==> config.mk <==
export PLATFORM = sky130hd
export DESIGN_NAME = t3rt_timer
export DESIGN_NICKNAME = d
export VERILOG_FILES = /design/src/t3rt_pkg.sv /design/src/t3rt_timer.sv
export VERILOG_INCLUDE_DIRS = /design/src /design/src/src
export SDC_FILE = /design/constraint.sdc
export NUM_CORES = 1
export LEC_CHECK = 0
export ABC_AREA = 1
export BUFFER_PORTS_ARGS = -buffer_cell sky130_fd_sc_hd__buf_2
export CAP_MARGIN = 20
export CORE_UTILIZATION = 50
export DETAILED_ROUTE_END_ITERATION = 16
export PLACE_DENSITY = 0.75
export SETUP_SLACK_MARGIN = 0.05
export SLEW_MARGIN = 40
export SYNTH_ARGS = -nofsm -noshare
export SYNTH_HDL_FRONTEND = slang
export SYNTH_SLANG_ARGS = --single-unit
export TNS_END_PERCENT = 50
==> constraint.sdc <==
create_clock -name CORE_CLK_I -period 3.23 [get_ports CORE_CLK_I]
set_clock_uncertainty 0.1 [all_clocks]
set_input_delay 0.1615 -clock CORE_CLK_I [delete_from_list [all_inputs] [get_ports CORE_CLK_I]]
set_output_delay 0.1615 -clock CORE_CLK_I [all_outputs]
set_load 0.05 [all_outputs]
==> src/t3rt_map.svh <==
`ifndef T3RT_MAP_SVH
`define T3RT_MAP_SVH

// ***************************************************************
// Register indices; byte address is four times the index.
// ***************************************************************
`define T3RT_IDX_W 10
`define T3RT_IDX_CTRL 10'h091
`define T3RT_IDX_RLL 10'h092
`define T3RT_IDX_RLH 10'h093
`define T3RT_IDX_CNTL 10'h094
`define T3RT_IDX_CNTH 10'h095
`define T3RT_IDX_CLKSEL 10'h096
`define T3RT_IDX_STATUS 10'h097
`define T3RT_IDX_MASK 10'h098

// ***************************************************************
// Field positions of the timer control register.
// ***************************************************************
`define T3RT_CTL_TFH 7
`define T3RT_CTL_TFL 6
`define T3RT_CTL_LIE 5
`define T3RT_CTL_CAP 4
`define T3RT_CTL_SPLIT 3
`define T3RT_CTL_RUN 2
`define T3RT_CTL_SRC_HI 1
`define T3RT_CTL_SRC_LO 0

// ***************************************************************
// Clock select bits and interrupt status bits.
// ***************************************************************
`define T3RT_CKS_LO 0
`define T3RT_CKS_HI 1
`define T3RT_ST_HIGH 0
`define T3RT_ST_LOW 1
`define T3RT_ST_CAP 2

// ***************************************************************
// Reset values, dividers and bus answers.
// ***************************************************************
`define T3RT_RST_BYTE 8'h00
`define T3RT_RST_CNT 16'h0000
`define T3RT_DIV12_LAST 4'hb
`define T3RT_OSC8_LAST 3'h7
`define T3RT_RESP_OKAY 2'h0
`define T3RT_RESP_SLVERR 2'h2

`endif

==> src/t3rt_pkg.sv <==
`include "t3rt_map.svh"

package t3rt_pkg;

	// State of the timer block, apart from the two reset release flip-flops.
	typedef struct packed {
		logic cmp_s1;
		logic cmp_s2;
		logic cmp_s3;
		logic osc_s1;
		logic osc_s2;
		logic osc_s3;
		logic [3:0] div12;
		logic [2:0] osc8;
		logic [7:0] ctrl;
		logic [1:0] clksel;
		logic [15:0] rl;
		logic [15:0] cnt;
		logic [2:0] status;
		logic [2:0] mask;
		logic irq;
		logic aw_held;
		logic [`T3RT_IDX_W-1:0] aw_idx;
		logic w_held;
		logic [7:0] w_data;
		logic w_strb0;
		logic awready;
		logic wready;
		logic bvalid;
		logic [1:0] bresp;
		logic arready;
		logic rvalid;
		logic [7:0] rdata;
		logic [1:0] rresp;
	} t3rt_state_s;

endpackage

==> src/t3rt_timer.sv <==
// Register access over AXI4-Lite is this design's own decision.
`timescale 1ns/1ns
`include "t3rt_map.svh"

module t3rt_timer (
	input wire logic CORE_CLK_I, // System clock, 125 MHz.
	input wire logic RSTN_I, // Asynchronous active-low reset.
	input wire logic CE_I, // Clock enable; state freezes while low.
	input wire logic CMP1_I, // Comparator output, asynchronous.
	input wire logic EXTOSC_I, // External oscillator clock, asynchronous.
	input wire logic [11:0] AXI_AWADDR_I, // Write address.
	input wire logic AXI_AWVALID_I, // Write address valid.
	output logic AXI_AWREADY_O, // Write address ready.
	input wire logic [31:0] AXI_WDATA_I, // Write data.
	input wire logic [3:0] AXI_WSTRB_I, // Write byte strobes.
	input wire logic AXI_WVALID_I, // Write data valid.
	output logic AXI_WREADY_O, // Write data ready.
	output logic [1:0] AXI_BRESP_O, // Write response.
	output logic AXI_BVALID_O, // Write response valid.
	input wire logic AXI_BREADY_I, // Write response ready.
	input wire logic [11:0] AXI_ARADDR_I, // Read address.
	input wire logic AXI_ARVALID_I, // Read address valid.
	output logic AXI_ARREADY_O, // Read address ready.
	output logic [31:0] AXI_RDATA_O, // Read data.
	output logic [1:0] AXI_RRESP_O, // Read response.
	output logic AXI_RVALID_O, // Read data valid.
	input wire logic AXI_RREADY_I, // Read data ready.
	output logic IRQ_O // Level interrupt, high while unmasked status is set; low overflow also needs its enable.
);

	// ***************************************************************
	// Reset release
	// ***************************************************************

	logic rst_meta_r;
	logic rstn_r;

	// Releases the asynchronous reset through two flip-flops.
	always_ff @(posedge CORE_CLK_I or negedge RSTN_I) begin
		if (!RSTN_I) begin
			rst_meta_r <= 1'b0;
			rstn_r <= 1'b0;
		end else begin
			rst_meta_r <= 1'b1;
			rstn_r <= rst_meta_r;
		end
	end

	// ***************************************************************
	// Source selection
	// ***************************************************************

	t3rt_pkg::t3rt_state_s q_r;
	t3rt_pkg::t3rt_state_s q_nxt;
	logic cmp_rise;
	logic osc_rise;
	logic div_tick;
	logic osc_tick;
	logic ext_tick;
	logic cap_evt;
	logic lo_tick;
	logic hi_tick;
	logic cap_mode;
	logic split;
	logic do_wr;
	logic wr_en;
	logic cnt_wr;
	logic ctrl_wr;
	logic [`T3RT_IDX_W-1:0] ar_idx;
	logic [7:0] rd_byte;
	logic rd_hit;

	// Edges are taken from the second and third stages only.
	assign cmp_rise = q_r.cmp_s2 && !q_r.cmp_s3;
	assign osc_rise = q_r.osc_s2 && !q_r.osc_s3;
	assign div_tick = (q_r.div12 == `T3RT_DIV12_LAST);
	assign osc_tick = osc_rise && (q_r.osc8 == `T3RT_OSC8_LAST);

	// The external count source follows the source select field.
	always_comb begin
		unique case (q_r.ctrl[`T3RT_CTL_SRC_HI:`T3RT_CTL_SRC_LO])
			2'h0: ext_tick = div_tick;
			2'h1: ext_tick = osc_tick;
			2'h2: ext_tick = div_tick;
			2'h3: ext_tick = cmp_rise;
		endcase
	end

	// Capture trigger, and per-byte choice between system clock and source.
	assign cap_evt = q_r.ctrl[`T3RT_CTL_SRC_HI] ? osc_tick : cmp_rise;
	assign lo_tick = q_r.clksel[`T3RT_CKS_LO] ? 1'b1 : ext_tick;
	assign hi_tick = q_r.clksel[`T3RT_CKS_HI] ? 1'b1 : ext_tick;
	assign cap_mode = q_r.ctrl[`T3RT_CTL_CAP];
	assign split = q_r.ctrl[`T3RT_CTL_SPLIT] && !cap_mode;

	// ***************************************************************
	// Bus decode
	// ***************************************************************

	// A write is performed once address and data are both held.
	assign do_wr = q_r.aw_held && q_r.w_held && !q_r.bvalid;
	assign wr_en = do_wr && q_r.w_strb0;
	// Decode ignores any page selection; only the index matters.
	assign cnt_wr = wr_en && ((q_r.aw_idx == `T3RT_IDX_CNTL) ||
		(q_r.aw_idx == `T3RT_IDX_CNTH));
	assign ctrl_wr = wr_en && (q_r.aw_idx == `T3RT_IDX_CTRL);
	assign ar_idx = AXI_ARADDR_I[11:2];

	// Read multiplexer; unmapped indices answer with an error.
	always_comb begin
		rd_byte = 8'h00;
		rd_hit = 1'b1;
		unique case (ar_idx)
			`T3RT_IDX_CTRL: rd_byte = q_r.ctrl;
			`T3RT_IDX_RLL: rd_byte = q_r.rl[7:0];
			`T3RT_IDX_RLH: rd_byte = q_r.rl[15:8];
			`T3RT_IDX_CNTL: rd_byte = q_r.cnt[7:0];
			`T3RT_IDX_CNTH: rd_byte = q_r.cnt[15:8];
			`T3RT_IDX_CLKSEL: rd_byte = {6'h00, q_r.clksel};
			`T3RT_IDX_STATUS: rd_byte = {5'h00, q_r.status};
			`T3RT_IDX_MASK: rd_byte = {5'h00, q_r.mask};
			default: rd_hit = 1'b0;
		endcase
	end

	// ***************************************************************
	// Next state
	// ***************************************************************

	// Computes the complete next state from the current one.
	always_comb begin
		logic set_h;
		logic set_l;
		logic set_c;
		set_h = 1'b0;
		set_l = 1'b0;
		set_c = 1'b0;
		q_nxt = q_r;
		q_nxt.cmp_s1 = CMP1_I;
		q_nxt.cmp_s2 = q_r.cmp_s1;
		q_nxt.cmp_s3 = q_r.cmp_s2;
		q_nxt.osc_s1 = EXTOSC_I;
		q_nxt.osc_s2 = q_r.osc_s1;
		q_nxt.osc_s3 = q_r.osc_s2;
		q_nxt.div12 = div_tick ? 4'h0 : q_r.div12 + 4'h1;
		if (osc_rise) begin
			q_nxt.osc8 = q_r.osc8 + 3'h1;
		end
		// Bus write address and data channels, taken in either order.
		if (AXI_AWVALID_I && q_r.awready) begin
			q_nxt.aw_held = 1'b1;
			q_nxt.aw_idx = AXI_AWADDR_I[11:2];
		end
		if (AXI_WVALID_I && q_r.wready) begin
			q_nxt.w_held = 1'b1;
			q_nxt.w_data = AXI_WDATA_I[7:0];
			q_nxt.w_strb0 = AXI_WSTRB_I[0];
		end
		if (q_r.bvalid && AXI_BREADY_I) begin
			q_nxt.bvalid = 1'b0;
		end
		// Register writes, each in the low byte lane.
		if (do_wr) begin
			q_nxt.aw_held = 1'b0;
			q_nxt.w_held = 1'b0;
			q_nxt.bvalid = 1'b1;
			q_nxt.bresp = `T3RT_RESP_OKAY;
			unique case (q_r.aw_idx)
				`T3RT_IDX_CTRL: begin
					if (wr_en) q_nxt.ctrl = q_r.w_data;
				end
				`T3RT_IDX_RLL: begin
					if (wr_en) q_nxt.rl[7:0] = q_r.w_data;
				end
				`T3RT_IDX_RLH: begin
					if (wr_en) q_nxt.rl[15:8] = q_r.w_data;
				end
				`T3RT_IDX_CNTL: begin
					if (wr_en) q_nxt.cnt[7:0] = q_r.w_data;
				end
				`T3RT_IDX_CNTH: begin
					if (wr_en) q_nxt.cnt[15:8] = q_r.w_data;
				end
				`T3RT_IDX_CLKSEL: begin
					if (wr_en) q_nxt.clksel = q_r.w_data[1:0];
				end
				`T3RT_IDX_STATUS: begin
					if (wr_en) q_nxt.status = q_r.status & ~q_r.w_data[2:0];
				end
				`T3RT_IDX_MASK: begin
					if (wr_en) q_nxt.mask = q_r.w_data[2:0];
				end
				default: q_nxt.bresp = `T3RT_RESP_SLVERR;
			endcase
		end
		// Counting; a counter byte write takes that cycle instead.
		if (!cnt_wr) begin
			if (split) begin
				if (lo_tick) begin
					if (q_r.cnt[7:0] == 8'hff) begin
						q_nxt.cnt[7:0] = q_r.rl[7:0];
						set_l = 1'b1;
					end else begin
						q_nxt.cnt[7:0] = q_r.cnt[7:0] + 8'h01;
					end
				end
				if (q_r.ctrl[`T3RT_CTL_RUN] && hi_tick) begin
					if (q_r.cnt[15:8] == 8'hff) begin
						q_nxt.cnt[15:8] = q_r.rl[15:8];
						set_h = 1'b1;
					end else begin
						q_nxt.cnt[15:8] = q_r.cnt[15:8] + 8'h01;
					end
				end
			end else if (q_r.ctrl[`T3RT_CTL_RUN] && lo_tick) begin
				set_l = (q_r.cnt[7:0] == 8'hff);
				if (q_r.cnt == 16'hffff) begin
					q_nxt.cnt = cap_mode ? `T3RT_RST_CNT : q_r.rl;
					set_h = !cap_mode;
				end else begin
					q_nxt.cnt = q_r.cnt + 16'h0001;
				end
			end
		end
		// Capture overrides any reload write in the same cycle.
		if (cap_mode && cap_evt) begin
			q_nxt.rl = q_r.cnt;
			set_h = 1'b1;
			set_c = 1'b1;
		end
		// Hardware sets win over a software write of the flags.
		if (set_h) q_nxt.ctrl[`T3RT_CTL_TFH] = 1'b1;
		if (set_l) q_nxt.ctrl[`T3RT_CTL_TFL] = 1'b1;
		q_nxt.status = q_nxt.status | {set_c, set_l, set_h};
		// Interrupt; low overflow counts only with its enable set.
		q_nxt.irq = |(q_r.status & q_r.mask & {1'b1, q_r.ctrl[`T3RT_CTL_LIE], 1'b1});
		// Bus read channel.
		if (q_r.rvalid && AXI_RREADY_I) begin
			q_nxt.rvalid = 1'b0;
		end
		if (AXI_ARVALID_I && q_r.arready) begin
			q_nxt.rvalid = 1'b1;
			q_nxt.rdata = rd_byte;
			q_nxt.rresp = rd_hit ? `T3RT_RESP_OKAY : `T3RT_RESP_SLVERR;
		end
		q_nxt.awready = !q_nxt.aw_held && !q_nxt.bvalid;
		q_nxt.wready = !q_nxt.w_held && !q_nxt.bvalid;
		q_nxt.arready = !q_nxt.rvalid;
	end

	// ***************************************************************
	// State register
	// ***************************************************************

	// Registers the state; the clock enable freezes every field.
	always_ff @(posedge CORE_CLK_I or negedge rstn_r) begin
		if (!rstn_r) begin
			q_r <= '0;
		end else if (CE_I) begin
			q_r <= q_nxt;
		end
	end

	// Outputs come straight from the state register.
	assign AXI_AWREADY_O = q_r.awready;
	assign AXI_WREADY_O = q_r.wready;
	assign AXI_BRESP_O = q_r.bresp;
	assign AXI_BVALID_O = q_r.bvalid;
	assign AXI_ARREADY_O = q_r.arready;
	assign AXI_RDATA_O = {24'h000000, q_r.rdata};
	assign AXI_RRESP_O = q_r.rresp;
	assign AXI_RVALID_O = q_r.rvalid;
	assign IRQ_O = q_r.irq;
endmodule

## Word level (Yosys, flattened, before mapping)

Index checks and enable logic that the tools add are counted.

- Register bits: 102
- Input port bits: 70
- Output and inout port bits: 42
- Logic and storage cells: 179

- $add $sub $neg: 5
- Equality and inequality tests: 24
- Muxes and demuxes: 58
- Bitwise operators: 5
- Reduce and logical (&&, ||, !) cells: 54

Operator list:

| cell | count |
|---|---|
| $eq A10 B8 Y1 const B | 16 |
| $mux W8 | 13 |
| $mux W16 | 6 |
| $pmux W8 S8 | 1 |
| $mux W48 | 1 |
| $reduce_and A4 Y1 | 7 |
| $mux W1 | 23 |
| $mux W11 | 2 |
| $reduce_bool A2 Y1 | 10 |
| $logic_and A1 B1 Y1 | 18 |
| $add A16 B1 Y16 const B | 1 |
| $add A8 B1 Y8 const B | 2 |
| $eq A16 B16 Y1 const B | 1 |
| $eq A8 B8 Y1 const B | 2 |
| $reduce_or A8 Y1 | 2 |
| $mux W3 | 5 |
| $mux W10 | 1 |
| $reduce_and A2 Y1 | 5 |
| $and A3 B3 Y3 | 3 |
| $logic_not A1 Y1 | 8 |
| $mux W2 | 4 |
| $add A4 B1 Y4 const B | 1 |
| $eq A2 B2 Y1 const B | 2 |
| $eq A4 B4 Y1 const B | 1 |
| other kinds (11) | 11 |

## Depth between registers and ports, before layout

- Depth in word-level cells: 12
- Depth in mapped cells: 14

## Worst setup path after synthesis

Ideal clock, no wire load.

- Path kind: reg2reg
- From: register q_r, in the netlist AXI_BVALID_O
- To: register q_r[56] in the netlist's numbering
- Setup time: 116 ps
- Arrival time: 1735 ps
- Required time: 3014 ps
- Slack: 1279 ps
- Cell stages (with the launch flop): 13
- Period minus slack after synthesis: 1951 ps
- Cell sequence: dfrtp_1 > inv_2 > nand3_2 > nor2_1 > buf_6 > nand2_4 > nand2_4 > inv_2 > buf_6 > o21ai_1 > inv_1 > nand2_1 > nand2_1

- Longest elaborated chain between the ends: 9

Ends and longest elaborated chain:

| what | RTL line | RTL |
|---|---|---|
| from (decl) | t3rt_timer.sv:53 | `t3rt_pkg::t3rt_state_s q_r;` |
| from (signal assigned) | t3rt_timer.sv:260 | `q_r <= q_nxt;` |
| $logic_not A1 Y1 (*) | t3rt_timer.sv:101 | `assign do_wr = q_r.aw_held && q_r.w_held && !q_r.bvalid;` |
| $logic_and A1 B1 Y1 (*) | t3rt_timer.sv:101 |  |
| $logic_and A1 B1 Y1 | t3rt_timer.sv:102 | `assign wr_en = do_wr && q_r.w_strb0;` |
| $mux W8 | t3rt_timer.sv:182 | `if (wr_en) q_nxt.cnt[15:8] = q_r.w_data;` |
| $mux W8 | t3rt_timer.sv:168 | `unique case (q_r.aw_idx)` |
| $mux W48 | t3rt_timer.sv:163 | `if (do_wr) begin` |
| $mux W16 or $mux W8 (tied branches) | t3rt_timer.sv:215, t3rt_timer.sv:207 |  |
| $mux W16 | t3rt_timer.sv:198 | `if (split) begin` |
| $mux W16 (*) | t3rt_timer.sv:197 | `if (!cnt_wr) begin` |

Mark *: on every way between the ends. The rest lies on a longest branch, timed or not. The select of a mux whose other input is x is not followed.
A chain may end at the register's enable or synchronous reset.

## Worst setup path in the final report

- From: register q_r[87] in the netlist's numbering
- To: register q_r[65] in the netlist's numbering

- Longest elaborated chain between the ends: 6

Ends and longest elaborated chain:

| what | RTL line | RTL |
|---|---|---|
| $eq A3 B3 Y1 (no line) (*) | n/a |  |
| $logic_and A1 B1 Y1 (*) | t3rt_timer.sv:77 | `` assign osc_tick = osc_rise && (q_r.osc8 == `T3RT_OSC8_LAST); `` |
| $mux W1 (*) | t3rt_timer.sv:90 | `` assign cap_evt = q_r.ctrl[`T3RT_CTL_SRC_HI] ? osc_tick : cmp_rise; `` |
| $logic_and A1 B1 Y1 (*) | t3rt_timer.sv:226 | `if (cap_mode && cap_evt) begin` |
| $reduce_bool A2 Y1 (no line) | n/a |  |
| $reduce_and A4 Y1 (no line) | n/a |  |

Mark *: on every way between the ends. The rest lies on a longest branch, timed or not.

==> flow_summary.json <==
{
  "rsz0062_at_grt": "no",
  "grt_pass1_vias": 5976,
  "tightest_slew_ns": 0.723,
  "placementRows": 42,
  "drive_gt1_share_pct": 12.7,
  "syn_area_um2": 6820,
  "peakVddDrop_uv": 394,
  "synthFlopType": "dfrtp_1",
  "drv_cap": 0,
  "synthTopCellsByArea": "dfrtp_1, nand2_1, o21ai_0, nand3_1, inv_1",
  "via_count": 6675,
  "htreeDepth": 3,
  "synthCells": 984,
  "synth_top_area_share_pct": 36.7,
  "dp_hpwl_mm": 13.9,
  "largest_reg_flops": 77,
  "clk_pin_slew_ns": 0.07,
  "synth_cell_types": 45,
  "netlist_top_cells_count": "nand2_1, dfrtp_1, inv_1",
  "cts.sinks": 100,
  "wirelength_mm": 19.2,
  "synth_top_area_cell": "dfrtp_1",
  "cp-start-kind": "flip-flop",
  "cp_data_required_time_ns": 3.34,
  "fp.dieH_um": 119,
  "cts_hold_buf": 24,
  "cts_buffers": 9,
  "yosysMostFrequentCell": "nand2_1",
  "antenna_found_initial": 0,
  "io_pins": 112,
  "outcome": "completed",
  "finalSetupTns_ns": 0,
  "drtPass1Iterations": 5,
  "powerDensity_nw_per_um2": 516,
  "wl_per_cell_um": 15.7,
  "postCtsSetupBuffers": 0,
  "coreArea_um2": 13300,
  "detail-route-antenna-nets": 0,
  "cts_buffer_depth": 2,
  "antenna_cells": 0,
  "synthArstFlopShare_pct": 100,
  "route.detailed.drc": 0,
  "ys_seq_area_share_pct": 36.7,
  "cts_tree": "yes",
  "grt_max_degree": 51,
  "cts_resized": 0,
  "portBuffers": 54,
  "fmax_mhz": 413,
  "grt_pass1_wl_mm": 31.1,
  "finalHoldViolCount": 0,
  "grt_usage_pct": 28.2,
  "initial_core_util_pct": 51.3,
  "relSlewSlack_pct": 51.8,
  "min_period_ns": 2.42,
  "final_max_slew_viol_count": 0,
  "vias_per_cell": 5.47,
  "fin_nets": 1114,
  "root_buffer": "clkbuf_16",
  "worstHoldPathType": "in2async",
  "gp_routability_congestion": 0.957,
  "synthToLayoutAreaGrowth_pct": 11.1,
  "end_kind": "flip-flop",
  "top_register": "q_r",
  "avgSynthCellArea_um2": 6.94,
  "worstPathArrival_ns": 2.54,
  "worstSkewPairLatency_ns": 0.36,
  "synth_seq_cells": 100,
  "total_leakage_power_nw": 3.86,
  "yosysWarnings": 0,
  "synth_edf_count": 0,
  "power_mw": 3.91,
  "dieArea_um2": 14100,
  "drt_iter0_markers": 651,
  "overflow": 0,
  "setup_viol": 0,
  "finalCritPeriodShare_pct": 75.0,
  "criticalPathCategory": "reg2reg",
  "path_max_fanout": 21,
  "die-width_um": 119
}
-- critical path, stage by stage (launching register included) --
cell and delay, ns:
dfrtp_1 0.36, ha_1 0.15, ha_1 0.15, nand2_1 0.06, nand2_1 0.06, nand2_1 0.06
nor2_2 0.35, inv_1 0.40, nand3_1 0.27, o21ai_0 0.11, nand2_1 0.09, o21ai_0 0.11
-- worst paths after layout --
check	end	depth (start not counted)	slack, ns	from
max in group asynchronous	q_r[68]	1	2.07	rstn_r
worst max register to register	q_r[65]	11	0.81	q_r[87]
min in group CORE_CLK_I	AXI_AWREADY_O	3	0.08	AXI_AWVALID_I
worst min register to register	q_r[93]	0	0.26	rstn_r
worst min-delay path	rstn_r	2	0.01	RSTN_I
worst max-delay path	q_r[65]	11	0.81	q_r[87]
-- stage by stage --
step / util [%] / hold WS (ns) / area (um^2) / setup WS [ns] / cells
floorplan: - / -0.234 / 6920 / 0.138 / 1009
detailed placement: 53.0 / -0.152 / 7050 / 0.896 / 1180
CTS: 57.0 / 0.00231 / 7580 / 0.898 / 1220
finish: 57.0 / 0.0118 / 7580 / 0.808 / 1220
global route: 57.0 / 0.0243 / 7580 / 0.669 / 1220
global placement: 53.0 / -0.152 / 7050 / 0.919 / 1180
-- layout make-up --
type / count / area (um^2)
Fill cell: 1279 / 5710
Multi-Input combinational cell: 737 / 3590
Sequential cell: 100 / 2510
Timing Repair Buffer: 85 / 576
Inverter: 106 / 404
Clock buffer: 12 / 256
Tap cell: 176 / 220
Clock inverter: 4 / 32.5
-- logic make-up after synthesis --
group | after synthesis | share of synthesized area, %
AND/OR/NAND/NOR | 536 | 36.0
buffers and inverters | 172 | 12.2
AO/OA/AOI/OAI | 159 | 12.8
flip-flops | 100 | 36.7
XOR/XNOR | 7 | 0.898
adder cells (fa/ha/maj) | 5 | 0.917
multiplexers | 3 | 0.477
other | 2 | 0.110
-- metal layers --
metal  track usage [%]  routed length (um)  vias to the layer above
met5                 0                   0                        -
met4              11.8                 588                        0
met3              5.03                1650                       45
met2              44.1                8720                      318
met1              38.7                8190                     3073
li1                  -                   -                     3239
-- where the power goes --
group	switching [mW]	leakage [nW]	total, mW	internal, mW
Sequential	0.256	1.24	1.75	1.49
Clock	0.511	0.135	1.08	0.570
Combinational	0.761	2.48	1.08	0.320
-- cells in the final DEF, fill, tap and decap left out, types with 4 or more instances in the layout --
cell and instances:
nand2_1 313, nand2_4 5, o21ai_1 20, dlygate4sd3_1 24
clkbuf_16 9, nor2_8 4, xor2_1 5, buf_2 54
buf_4 6, o22ai_1 5, nand3_1 84, o211ai_1 9
inv_1 96, conb_1 27, nand2_2 9, nand4_1 16
a21oi_1 20, o21ai_0 87, inv_2 8, nor3_1 10
nor2_2 9, nand3_2 6, ha_1 5, a31oi_1 7
nor2_1 66, nor2_4 7, dfrtp_1 99
Power figures use the tool's default switching activity.
